File: config.mk
export PLATFORM = sky130hd
export DESIGN_NAME = sti_interlock
export DESIGN_NICKNAME = d
export VERILOG_FILES = /design/src/rtl/sti_pkg.sv /design/src/rtl/sti_interlock.sv
export VERILOG_INCLUDE_DIRS = /design/src /design/src/rtl
export SDC_FILE = /design/constraint.sdc
export NUM_CORES = 1
export LEC_CHECK = 0
export BUFFER_PORTS_ARGS = -buffer_cell sky130_fd_sc_hd__buf_4
export CAP_MARGIN = 20
export CORE_UTILIZATION = 58
export DETAILED_ROUTE_END_ITERATION = 16
export PLACE_DENSITY = 0.92
export SLEW_MARGIN = 40
export SYNTH_ARGS = -nofsm -noshare
export SYNTH_HDL_FRONTEND = slang
export SYNTH_SLANG_ARGS = --single-unit
File: constraint.sdc
create_clock -name pclk -period 4.1 [get_ports pclk]
set_clock_uncertainty 0.05 [all_clocks]
set_input_delay 0.615 -clock pclk [delete_from_list [all_inputs] [get_ports pclk]]
set_output_delay 0.615 -clock pclk [all_outputs]
set_load 0.1 [all_outputs]
File: src/rtl/sti_defs.svh
// Constants for the safe torque interlock: offsets, bit positions, timing
`ifndef STI_DEFS_SVH
`define STI_DEFS_SVH

// ----------------------------------------------------------------
// Clock and timing
// ----------------------------------------------------------------
`define STI_CLK_KHZ       20000
`define STI_FLASH_MS      2000
`define STI_FLASH_CYC     (`STI_FLASH_MS * `STI_CLK_KHZ)
`define STI_FLASH_DIV     10
`define STI_CHECK_US      10
`define STI_CHECK_CYC     (`STI_CHECK_US * `STI_CLK_KHZ / 1000)

// ----------------------------------------------------------------
// Analog scaling, 12-bit converter over 0 to 5 V
// ----------------------------------------------------------------
`define STI_FS_MV         5000
`define STI_ADC_FS        4096
`define STI_MV2CODE(mv)   ((mv) * `STI_ADC_FS / `STI_FS_MV)
`define STI_ANA_LO_MV     250
`define STI_ANA_HI_MV     4750
`define STI_MID_MV        2500
`define STI_DB_MV         50
`define STI_PRIO_ANA_MIN  2'h2

// ----------------------------------------------------------------
// Register map (byte addresses) and fields
// ----------------------------------------------------------------
`define STI_ADDR_CTRL     8'h00
`define STI_ADDR_STAT     8'h04
`define STI_ADDR_ISTAT    8'h08
`define STI_ADDR_IMASK    8'h0c
`define STI_ADDR_ANGLE    8'h10
`define STI_ADDR_ACMD     8'h14
`define STI_CTRL_DRV      0
`define STI_CTRL_SAFE     1
`define STI_CTRL_PRIO     2
`define STI_PRIO_W        2
`define STI_SAFE_RST      1'b1
`define STI_IRQ_W         4
`define STI_IRQ_FAULT     0
`define STI_IRQ_CHECK     1
`define STI_IRQ_HALL      2
`define STI_IRQ_ANA       3

`endif

File: src/rtl/sti_pkg.sv
// Types shared by the safe torque interlock and its bench
package sti_pkg;

   // ----------------------------------------------------------------
   // Self-check states, Gray along idle, test, pass
   // ----------------------------------------------------------------
   typedef enum logic [1:0] {
      CK_IDLE = 2'h0,
      CK_TEST = 2'h1,
      CK_PASS = 2'h3,
      CK_FAIL = 2'h2
   } sti_chk_e;

   // Bridge drive: bit 0 winding U, bit 1 V, bit 2 W
   typedef struct packed {
      logic [2:0] hi;
      logic [2:0] lo;
   } sti_gate_s;

   // ----------------------------------------------------------------
   // Whole state of the interlock
   // ----------------------------------------------------------------
   typedef struct packed {
      logic        strap_done;
      logic        tq_en;
      sti_chk_e    st;
      logic [15:0] cnt;
      logic        both_q;
      logic        running;
      logic        drv;
      logic        safe;
      logic [1:0]  prio;
      logic [3:0]  istat;
      logic [3:0]  imask;
      logic [31:0] rdata;
      logic        err;
      sti_gate_s   gate;
      logic [1:0]  user_in;
      logic        led;
      logic [31:0] led_cnt;
      logic [12:0] sin_v;
      logic [12:0] cos_v;
      logic [12:0] ana_v;
   } sti_state_s;

endpackage

File: src/rtl/sti_interlock.sv
// Safe torque interlock with Hall commutation and APB registers
//
// How it works
// - Enabled guard turns both inputs into channels
// - Switches energized only with both channels high
// - Self-check at power-up and each both-high rise
// - Either channel low disables the outputs
// - Single high channel disables and flags fault
// - Guard off unless jumper strap is removed
// - Analog command counts only at priority two/three
// - Analog start needs center and 0.25-4.75 V
// - Status light flashes on a two-second cycle
// - Sine and cosine are signed about 2.5 V
// - Three Hall signals select the active windings
//
// The implementer's own choices: the placing of the registers and the APB slave port.
`timescale 1ns/1ps
`include "sti_defs.svh"

module sti_interlock
   import sti_pkg::*;
#(
   parameter int unsigned FLASH_CYC = `STI_FLASH_CYC,
   parameter logic [12:0] DEADBAND  = 13'(`STI_MV2CODE(`STI_DB_MV))
)
(
   input  wire logic        pclk,
   input  wire logic        presetn,
   input  wire logic        psel,
   input  wire logic        penable,
   input  wire logic        pwrite,
   input  wire logic [7:0]  paddr,
   input  wire logic [31:0] pwdata,
   output logic      [31:0] prdata,
   output logic             pready,
   output logic             pslverr,
   input  wire logic        digital_in_one,
   input  wire logic        digital_in_two,
   input  wire logic        strap_fitted,
   input  wire logic        check_echo,
   input  wire logic [2:0]  hall,
   input  wire logic [11:0] analog_cmd,
   input  wire logic [11:0] sine_angle_input,
   input  wire logic [11:0] cosine_angle_input,
   output logic             check_pulse,
   output sti_gate_s        gate,
   output logic [1:0]       user_in,
   output logic signed [12:0] sin_value,
   output logic signed [12:0] cos_value,
   output logic             status_led,
   output logic             irq
);

   // ----------------------------------------------------------------
   // Derived constants
   // ----------------------------------------------------------------
   localparam logic [12:0] ANA_LO  = 13'(`STI_MV2CODE(`STI_ANA_LO_MV));
   localparam logic [12:0] ANA_HI  = 13'(`STI_MV2CODE(`STI_ANA_HI_MV));
   localparam logic [12:0] MID     = 13'(`STI_MV2CODE(`STI_MID_MV));
   localparam logic [15:0] CHK_END = 16'(`STI_CHECK_CYC - 1);
   localparam logic [31:0] FL_END  = 32'(FLASH_CYC - 1);
   localparam logic [31:0] FL_ON   = 32'(FLASH_CYC / `STI_FLASH_DIV);

   sti_state_s s;
   sti_state_s n;

   logic       both_hi;
   logic       one_hi;
   logic       rise;
   logic       tq_ok;
   logic       hall_ok;
   logic       ana_on;
   logic [12:0] ana_code;
   logic       in_range;
   logic       centered;
   logic       ana_bad;
   logic       ana_block;
   logic       want;
   logic       setup;
   logic       wr;
   logic [3:0] ev;
   logic [3:0] clr;
   logic       fault_show;

   // ----------------------------------------------------------------
   // Six-step commutation table
   // ----------------------------------------------------------------
   // Codes 000 and 111 cannot occur with 120 degree sensors,
   // so they mean a broken wire and drive nothing
   function automatic sti_gate_s drive_of(input logic [2:0] h);
      sti_gate_s g;
      g = '0;
      unique case (h)
         3'h5: begin
            g.hi = 3'h1;
            g.lo = 3'h2;
         end
         3'h4: begin
            g.hi = 3'h1;
            g.lo = 3'h4;
         end
         3'h6: begin
            g.hi = 3'h2;
            g.lo = 3'h4;
         end
         3'h2: begin
            g.hi = 3'h2;
            g.lo = 3'h1;
         end
         3'h3: begin
            g.hi = 3'h4;
            g.lo = 3'h1;
         end
         3'h1: begin
            g.hi = 3'h4;
            g.lo = 3'h2;
         end
         default: g = '0;
      endcase
      return g;
   endfunction

   // ----------------------------------------------------------------
   // Channel and sensor decode
   // ----------------------------------------------------------------
   // Inputs come already thresholded: high means 6 to 30 V
   assign both_hi = digital_in_one & digital_in_two;
   assign one_hi  = digital_in_one ^ digital_in_two;
   assign rise    = both_hi & !s.both_q;
   // Off-guard drives freely; on-guard needs both high and a pass
   assign tq_ok   = !s.tq_en | (both_hi & (s.st == CK_PASS));
   assign hall_ok = (hall != 3'h0) && (hall != 3'h7);

   // Analog gating
   assign ana_on    = s.prio >= `STI_PRIO_ANA_MIN;
   assign ana_code  = {1'b0, analog_cmd};
   assign in_range  = (ana_code >= ANA_LO) && (ana_code <= ANA_HI);
   assign centered  = ($signed(s.ana_v) <= $signed(DEADBAND)) &&
                      ($signed(s.ana_v) >= -$signed(DEADBAND));
   assign ana_bad   = ana_on & s.safe & !in_range;
   assign ana_block = ana_on & s.safe & !(in_range & centered);
   assign want      = s.drv & tq_ok & hall_ok;

   // APB phases
   assign setup = psel & !penable;
   assign wr    = psel & penable & pwrite;
   assign clr   = (wr && paddr == `STI_ADDR_ISTAT) ? pwdata[3:0] : 4'h0;

   // Exception pattern shown while anything needs attention
   assign fault_show = (|s.istat) | (s.st == CK_FAIL) | (s.tq_en & one_hi);

   // ----------------------------------------------------------------
   // Next-state logic
   // ----------------------------------------------------------------
   always_comb begin
      n  = s;
      ev = 4'h0;

      // Strap sampled once, the first edge after reset release
      if (!s.strap_done) begin
         n.strap_done = 1'b1;
         n.tq_en      = !strap_fitted;
      end
      n.both_q = both_hi;

      // Channels double as user inputs only with guard off
      // Held at zero until the strap is known, so nothing leaks on the first edge
      n.user_in = (s.tq_en | !s.strap_done) ? 2'h0 : {digital_in_two, digital_in_one};

      // Single-channel fault is a level, so it re-arms until cleared
      ev[`STI_IRQ_FAULT] = s.tq_en & one_hi;

      // Self-check sequencer; reset lands in test for power-up
      unique case (s.st)
         CK_IDLE: begin
            if (rise) begin
               n.st  = CK_TEST;
               n.cnt = 16'h0;
            end
         end
         CK_TEST: begin
            n.cnt = s.cnt + 16'h1;
            if (s.cnt == CHK_END) begin
               // Echo must read blocked while the test pulse is on
               n.st = check_echo ? CK_FAIL : CK_PASS;
               ev[`STI_IRQ_CHECK] = check_echo;
            end
         end
         CK_PASS: begin
            if (s.tq_en & !both_hi) begin
               n.st = CK_IDLE;
            end
         end
         CK_FAIL: begin
            if (s.tq_en & !both_hi) begin
               n.st = CK_IDLE;
            end
         end
      endcase

      // Run latch: analog center needed only to start
      if (!s.running) begin
         if (want & !ana_block) begin
            n.running = 1'b1;
         end
         ev[`STI_IRQ_ANA] = want & ana_block;
      end else if (!want | ana_bad) begin
         n.running = 1'b0;
         ev[`STI_IRQ_ANA] = ana_bad;
      end
      ev[`STI_IRQ_HALL] = s.drv & !hall_ok;

      // Bridge drive from the Hall state
      n.gate = (n.running && s.st != CK_TEST) ? drive_of(hall) : '0;

      // Signed views about midscale
      n.sin_v = {1'b0, sine_angle_input} - MID;
      n.cos_v = {1'b0, cosine_angle_input} - MID;
      n.ana_v = ana_code - MID;

      // Flash cadence; second blink marks an exception
      n.led_cnt = (s.led_cnt >= FL_END) ? 32'h0 : s.led_cnt + 32'h1;
      n.led = (s.led_cnt < FL_ON) |
              (fault_show & (s.led_cnt >= 2 * FL_ON) &
               (s.led_cnt < 3 * FL_ON));

      // Register writes land in the access phase
      if (wr) begin
         unique case (paddr)
            `STI_ADDR_CTRL: begin
               n.drv  = pwdata[`STI_CTRL_DRV];
               n.safe = pwdata[`STI_CTRL_SAFE];
               n.prio = pwdata[`STI_CTRL_PRIO +: `STI_PRIO_W];
            end
            `STI_ADDR_IMASK: n.imask = pwdata[3:0];
            default: n.imask = s.imask;
         endcase
      end
      // Set beats clear in the same cycle
      n.istat = (s.istat & ~clr) | ev;

      // Read data and error prepared in the setup phase
      if (setup) begin
         n.err   = 1'b0;
         n.rdata = 32'h0;
         unique case (paddr)
            `STI_ADDR_CTRL:
               n.rdata = 32'({s.prio, s.safe, s.drv});
            `STI_ADDR_STAT:
               n.rdata = 32'({s.st, hall, in_range, centered, s.running,
                              digital_in_two, digital_in_one, s.tq_en});
            `STI_ADDR_ISTAT: n.rdata = 32'(s.istat);
            `STI_ADDR_IMASK: n.rdata = 32'(s.imask);
            `STI_ADDR_ANGLE:
               n.rdata = {3'h0, s.cos_v, 3'h0, s.sin_v};
            `STI_ADDR_ACMD:  n.rdata = 32'(s.ana_v);
            default:         n.err   = 1'b1;
         endcase
      end
   end

   // ----------------------------------------------------------------
   // State register
   // ----------------------------------------------------------------
   always_ff @(posedge pclk or negedge presetn) begin
      if (!presetn) begin
         s         <= '0;
         s.st      <= CK_TEST;
         s.safe    <= `STI_SAFE_RST;
      end else begin
         s <= n;
      end
   end

   // ----------------------------------------------------------------
   // Outputs
   // ----------------------------------------------------------------
   // Zero wait states: every access completes in one access cycle
   assign pready      = 1'b1;
   assign prdata      = s.rdata;
   assign pslverr     = s.err;
   assign check_pulse = s.st == CK_TEST;
   assign gate        = s.gate;
   assign user_in     = s.user_in;
   assign sin_value   = $signed(s.sin_v);
   assign cos_value   = $signed(s.cos_v);
   assign status_led  = s.led;
   assign irq         = |(s.istat & s.imask);

endmodule

==> results of run 1 <==
[registers in the layout (all words and copies together), names as in the netlist]
signal	count
cos_value	12
gate	6
prdata	24
pslverr	1
s	78
sin_value	12
status_led	1
user_in	2
[cells by family after synthesis]
logic type / after synthesis / synth area share, %
AO/OA/AOI/OAI: 100 / 10.7
XOR/XNOR: 24 / 3.26
adder cells (fa/ha/maj): 4 / 0.776
buffers and inverters: 105 / 10.3
flip-flops: 136 / 52.8
multiplexers: 29 / 4.79
other: 2 / 0.116
AND/OR/NAND/NOR: 207 / 17.2
[synth_stat cells, types with 2 or more instances]
cell type  instances
nand2b_1           6
o22ai_1            5
buf_6              2
a21oi_1            7
a22o_1             9
nand3_1           18
or4_1              2
nor2_1            44
a31oi_1            4
mux2_2            15
nand4b_1           2
inv_1             12
dfrtp_1          134
clkbuf_1          20
or3_1              5
xnor2_1           12
dfstp_2            2
nand4_1           20
nor4_4             2
o211ai_1           3
and2_1             6
mux2i_1           14
and4_1             4
a22oi_1           13
conb_1             2
buf_4             68
nand2_1           53
o21ai_0           32
and3_1            10
buf_2              2
a22o_2             5
nor2b_1            2
nor4b_1            7
xor2_1            12
nor4_1            12
ha_1               4
o41ai_1            2
o31ai_1            2
nor3_1             9
a21o_1             3
o31a_1             3
[routing by layer]
layer | part of all wire (%) | vias up | GRT usage [%]
li1 | - | 2223 | -
met2 | 51 | 362 | 50.9
met3 | 8.7 | 89 | 8.11
met4 | 5.4 | 0 | 20.4
met1 | 35 | 2533 | 32.8
met5 | 0 | - | 0
[power by group through the flow]
| stage | logic (µW) | registers, µW | clock network, µW |
|---|---|---|---|
| 2_1_floorplan | 220 | 1410 | 0 |
| 3_3_place_gp | 309 | 1410 | 0 |
| 3_5_place_dp | 316 | 1410 | 0 |
| 4_1_cts | 321 | 1390 | 1620 |
| 5_1_grt | 339 | 1390 | 1680 |
| 6_report | 323 | 1390 | 1620 |
[per-stage QoR]
stage | util [%] | area, µm² | worst slack [ps]
after floorplan | - | 6490 | 1500
after global placement | 64.6 | 7000 | 1270
after detailed placement | 64.8 | 7020 | 1400
after CTS | 70.6 | 7650 | 1210
after global routing | 70.7 | 7660 | 1110
final | 70.7 | 7670 | 1180
[worst max-delay path by stage]
stage | start | endpoint | slack, ps | cells past startpoint
after CTS | s[144] | check_pulse | 1210 | 3
after global placement | paddr[7] | prdata[23] | 1270 | 5
final | s[144] | check_pulse | 1180 | 3
after detailed placement | paddr[7] | prdata[21] | 1400 | 6
after floorplan | s[143] | check_pulse | 1500 | 4
after global routing | s[144] | check_pulse | 1110 | 3
[critical path, stage by stage, from the launching register on]
cell      delay, ps
dfrtp_1         420
nand2b_1        350
clkinv_1        530
buf_4           420
[cell type report]
type,count,share of cell area [%]
antenna,1,0.0326
clock inverter,10,2.17
multi-input combinational,378,31.9
timing repair buffer,126,12.6
clock buffer,22,6.04
tap,140,2.28
sequential,136,44.4
inverter,13,0.637
==> summary.md, run 1 <==
| Metric | Value |
|---|---|
| Max-cap viol count | `0` |
| Final setup vio count | `0` |
| R2R Setup Slk | `1580 ps` |
| RSZ-0062 raised after global routing | `no` |
| Post-cts gate resize count | `0` |
| Drc violations | `0` |
| Inserted Clock Buffers | `17` |
| Pwr per Cell Area | `between 400 and 500 mW/mm²` |
| Top-area cell type share of the netlist area | `between 50 and 60%` |
| Combinational share of power | `9.7%` |
| P_leak | `0.00348 µW` |
| Worst EP arrival | `2250 ps` |
| Worst-path maximum fanout | `18` |
| Worst Tran Pin Value | `approximately 730 ps` |
| Async SR Flop Fraction | `between 90% and 100%` |
| Slew HR | `51.3%` |
| Most used DFF post-synth | `dfrtp_1` |
| Max clock buf depth | `2` |
| Avg Inst Size Synth | `10.6 µm²` |
| RD Place Congestion | `approximately 0.86` |
| Fmax | `~0.34 GHz` |
| CTS root buf | `clkbuf_8` |
| H-tree Lvls | `4` |
| Layout cells sized above 1 | `a little over a quarter` |
| CTS tree | `yes` |
| VDD IR-drop max | `0.353 mV` |
| Synthesized area | `0.00645 mm²` |
| Rows | `38` |
| Routed wire per std cell | `20.6 µm` |
| Status | `completed` |
| Post-synth EDFFs | `0` |
| Vias in the first global route | `around 5100` |
| Ranking of synthesized cells by area | `dfrtp_1 (52%), buf_4 (7.9%), nand2_1 (3.1%), mux2_2 (2.6%), nor2_1 (2.6%)` |
| TNS Setup | `0 ps` |
| Post-CTS Setup Repair Bufs | `0` |
| Initial drt markers | `568` |
| Chip height | `107 µm` |
| Final slew viol count | `0` |
| Synthesis-to-finish area growth | `18.9%` |
| Largest net degree at the start of global routing | `76` |
| Post-synth cell types | `slightly below 60` |
| Commonest non-fill, non-tap cells in the layout | `dfrtp_1 (134), buf_4 (124), nand2_1 (53)` |
| Layout net count | `764` |
| Final Power | `3330 µW` |
| Clk_lat worst skew | `530 ps` |
| Placed insts | `793` |
| Register area share after synthesis | `a little over half` |
| Reg clk slew, reported paths | `~60 ps` |
| Die Width | `107 µm` |
| Routed WL | `about 17000 µm` |
| Starting density of the core | `59.5%` |
| Dpl hpwl | `10300 µm` |
| Ys Warns | `0` |
| Pint | `2490 µW` |
| DR vias | `5207` |
| Gr ovfl total | `0` |
| All-Layer GR Usage | `30.0%` |
| FF/Latch Area | `0.00341 mm²` |
| Syn Inst Count | `between 600 and 700` |
| Final hold violations | `0` |
| Via-to-Cell Ratio | `approximately 6.3` |
| Port Buf Inserts | `123` |
| Core area | `0.0108 mm²` |
| First drt pass iteration count | `5` |
| Commonest non-fill, non-tap cell in the layout | `dfrtp_1` |
| Filler-free cell count of the finished design | `826` |
| R2r endpoint | `s[62]` |
| Sw Pwr | `839 µW` |
| Initial antenna violation count | `0` |
| Hold WS | `57.7 ps` |
| Io pins | `159` |
| Area leader, netlist | `dfrtp_1` |
| Crit start category | `register` |
| Sequential share of power | `41.8%` |
| Reg2Reg Depth | `5` |
| CP Data Required Time | `3430 ps` |
| First-pass GRT wire length | `26000 µm` |
| Fillers | `631` |
| Crit Path Category | `register to output pin` |
| Synth Register Bits | `136` |
| Switching part of the total power | `25.2%` |
| Reg2reg start | `s[62]` |
| Endpoint class of the critical path | `output pin` |
| Area occupied by multi-input gates | `0.00244 mm²` |
| Clock sink count | `136` |
| Clock share of power | `about half` |
| CTS Hold Bufs | `0` |
| Die area | `0.0115 mm²` |
| Post-route ant nets | `0` |
| Final period utilization | `71.2%` |
| Min-delay worst type | `input pin to async pin` |
| Period minus WS final | `a little under 3000 ps` |
(Power assumes the default switching activity.)
==> run 2: changes to the inputs <==
--- a/config.mk
+++ b/config.mk
@@ -8,9 +8,9 @@
 export LEC_CHECK = 0
 export BUFFER_PORTS_ARGS = -buffer_cell sky130_fd_sc_hd__buf_4
 export CAP_MARGIN = 20
-export CORE_UTILIZATION = 58
+export CORE_UTILIZATION = 48
 export DETAILED_ROUTE_END_ITERATION = 16
-export PLACE_DENSITY = 0.92
+export PLACE_DENSITY = 0.82
 export SLEW_MARGIN = 40
 export SYNTH_ARGS = -nofsm -noshare
 export SYNTH_HDL_FRONTEND = slang
==> constraint.sdc (replaced) <==
create_clock -name pclk -period 2.52 [get_ports pclk]
set_clock_uncertainty 0.05 [all_clocks]
set_input_delay 0.378 -clock pclk [delete_from_list [all_inputs] [get_ports pclk]]
set_output_delay 0.378 -clock pclk [all_outputs]
set_load 0.1 [all_outputs]
==> run 2 against run 1 <==
Net effect: setup slack lost 1100 ps; core utilization down 10 points; cell count up 5.7%; via count decreased by 8.2%; non-clock buffer count grew 16; hold slack worse by 42 ps; critical path type unchanged; highest routed layer unchanged.
==> summary.md, run 2 (same netlist as run 1, synthesis figures left out) <==
| Metric | Value |
|---|---|
| Status | `completed` |
| Max clock buf depth | `2 (unchanged)` |
| Largest Register | `s` |
| Vias in the first global route | `4746 (-6.8%)` |
| Drc violations | `0 (unchanged)` |
| Final setup vio count | `0 (unchanged)` |
| Post-DP Area | `0.00711 mm² (+1.2%)` |
| Min-delay worst type | `input pin to register` |
| TNS Setup | `0 ps (unchanged)` |
| Inserted Clock Buffers | `17 (unchanged)` |
| CP top delay family | `buffers and inverters` |
| Rows | `41 (+7.9%)` |
| Slowest stage delay, CP | `410 ps (-120 ps)` |
| First-pass GRT wire length | `23200 µm (-11%)` |
| Design Area, Final | `0.00777 mm² (+1.4%)` |
| Starting density of the core | `50.1% (-9.4 points)` |
| Max-cap viol count | `0 (unchanged)` |
| All-Layer GR Usage | `21.1% (-8.9 points)` |
| Clk_lat worst skew | `420 ps (-110 ps)` |
| Worst-path maximum fanout | `12 (-6)` |
| CTS root buf | `clkbuf_16` |
| RSZ-0062 raised after global routing | `no` |
| Gr ovfl total | `0 (unchanged)` |
| DR vias | `4781 (-8.2%)` |
| Initial antenna violation count | `0 (unchanged)` |
| Layout net count | `780 (+2.1%)` |
| VDD IR-drop max | `0.444 mV (+26%)` |
| Chip height | `118 µm (+9.7%)` |
| Port Buf Inserts | `123 (unchanged)` |
| First drt pass iteration count | `5 (unchanged)` |
| Start point of the critical path | `s[144]` |
| Max reg flops | `78 (unchanged)` |
| Die area | `0.0139 mm² (+20%)` |
| P_leak | `0.00352 µW (+1.1%)` |
| RD Place Congestion | `0.865 (+1.1%)` |
| Hold WS | `16.1 ps (-41.5 ps)` |
| Slew HR | `59.2% (+7.9 points)` |
| Routed wire per std cell | `16.0 µm (-22%)` |
| Setup crit end | `check_pulse` |
| Post-CTS Setup Repair Bufs | `0 (unchanged)` |
| Synthesis-to-finish area growth | `20.5%` |
| Post-cts gate resize count | `0 (unchanged)` |
| CP Data Required Time | `2090 ps (-1340 ps)` |
| WP buf/inv | `2 (unchanged)` |
| Commonest non-fill, non-tap cell in the layout | `dfrtp_1` |
| Worst path cell trace | `nand2b_1, clkinv_1, buf_4` |
| Period minus WS final | `2390 ps` |
| Reg2Reg Depth | `5 (unchanged)` |
| Slowest stage cell, crit path | `dfrtp_1` |
| Fmax | `approximately 0.42 GHz` |
| Final hold violations | `0 (unchanged)` |
| Largest net degree at the start of global routing | `48 (-37%)` |
| Die Width | `118 µm (+9.7%)` |
| Via-to-Cell Ratio | `5.48 (-13%)` |
| Clock sink count | `136 (unchanged)` |
| CP Depth | `3 (unchanged)` |
| CTS tree | `yes` |
| Crit start category | `register` |
| Final slew viol count | `0 (unchanged)` |
| Post-route ant nets | `0 (unchanged)` |
| Final Power | `5140 µW (+54%)` |
| Final period utilization | `94.8%` |
| Reg clk slew, reported paths | `60 ps (about the same)` |
| Dpl hpwl | `10100 µm (-1.8%)` |
| H-tree Lvls | `4 (unchanged)` |
| Reg2reg start | `s[6]` |
| R2R Setup Slk | `290 ps (-1290 ps)` |
| Routed WL | `14000 µm (-18%)` |
| Worst EP arrival | `1960 ps (-290 ps)` |
| Worst Tran Pin Value | `612 ps (-118 ps)` |
| Io pins | `159 (unchanged)` |
| Commonest non-fill, non-tap cells in the layout | `dfrtp_1 (134), buf_4 (130), nand2_1 (53)` |
| Pwr per Cell Area | `662 mW/mm² (+52%)` |
| Initial drt markers | `356 (-37%)` |
| Endpoint class of the critical path | `output pin` |
| R2r endpoint | `gate[3]` |
| Core area | `0.0129 mm² (+19%)` |
| Crit Path Category | `register to output pin` |
| Layout cells sized above 1 | `26.5% (-0.62 points)` |
| Diode count | `0 (-1)` |
[run 2: cell types whose count changed in the layout (fill, tap and decap cells not counted), moves of 2 or more]
cell           previous run  this run
nor4_2                    2         0
dlygate4sd3_1             0        10
nor4_1                   10        12
buf_4                   124       130
clkbuf_1                  2         6
bufinv_16                 4         2
clkbuf_8                  4         1
[run 2: area by class of cell]
class | count | area (µm²)
multi-input cells | 378 | 2420
inverters | 13 | 48.8
fillers | 1032 | 5100
repair buffers | 142 | 1120
well taps | 172 | 215
clock buffers | 24 | 462
clock inverters | 8 | 103
flip-flops and latches | 136 | 3410
[run 2: where the power goes]
| part | switching, µW | total, µW | internal (µW) |
|---|---|---|---|
| clock network | 874 | 2350 | 1480 |
| logic | 378 | 525 | 148 |
| registers | 33.1 | 2260 | 2230 |
| total | 1290 | 5140 | 3860 |
[run 2: how the worst min path moves through the flow]
stage                           from           end  slack [ps]  cells past startpoint
2_1_floorplan                presetn  cos_value[0]          30                      0
3_3_place_gp                 presetn     prdata[6]         370                      1
3_5_place_dp                 presetn     prdata[6]         370                      1
4_1_cts                analog_cmd[0]          s[0]         0.3                      1
5_1_grt        cosine_angle_input[7]  cos_value[7]         0.9                      1
6_report         sine_angle_input[5]  sin_value[5]          20                      1
[run 2: repair_timing]
| action | CTS | global route |
|---|---|---|
| hold endpoints to repair | 53 | 0 |
| hold buffers | 10 | 0 |
| endpoints found under the setup margin | 0 | 0 |
[run 2: through the flow]
stage	cells	setup slack, ps	utilization (%)
global placement	831	206	55.2
floorplan	619	162	-
detailed placement	831	150	55.2
CTS	873	133	60.4
finish	873	130	60.4
global route	873	51.6	60.4
[run 2: routing by layer]
metal | vias up | GRT usage [%] | part of all wire (%)
li1 | 2244 | - | -
met1 | 2331 | 26.3 | 43
met2 | 183 | 34.2 | 49
met3 | 23 | 4.99 | 5.3
met4 | 0 | 10.6 | 2.9
met5 | - | 0 | 0
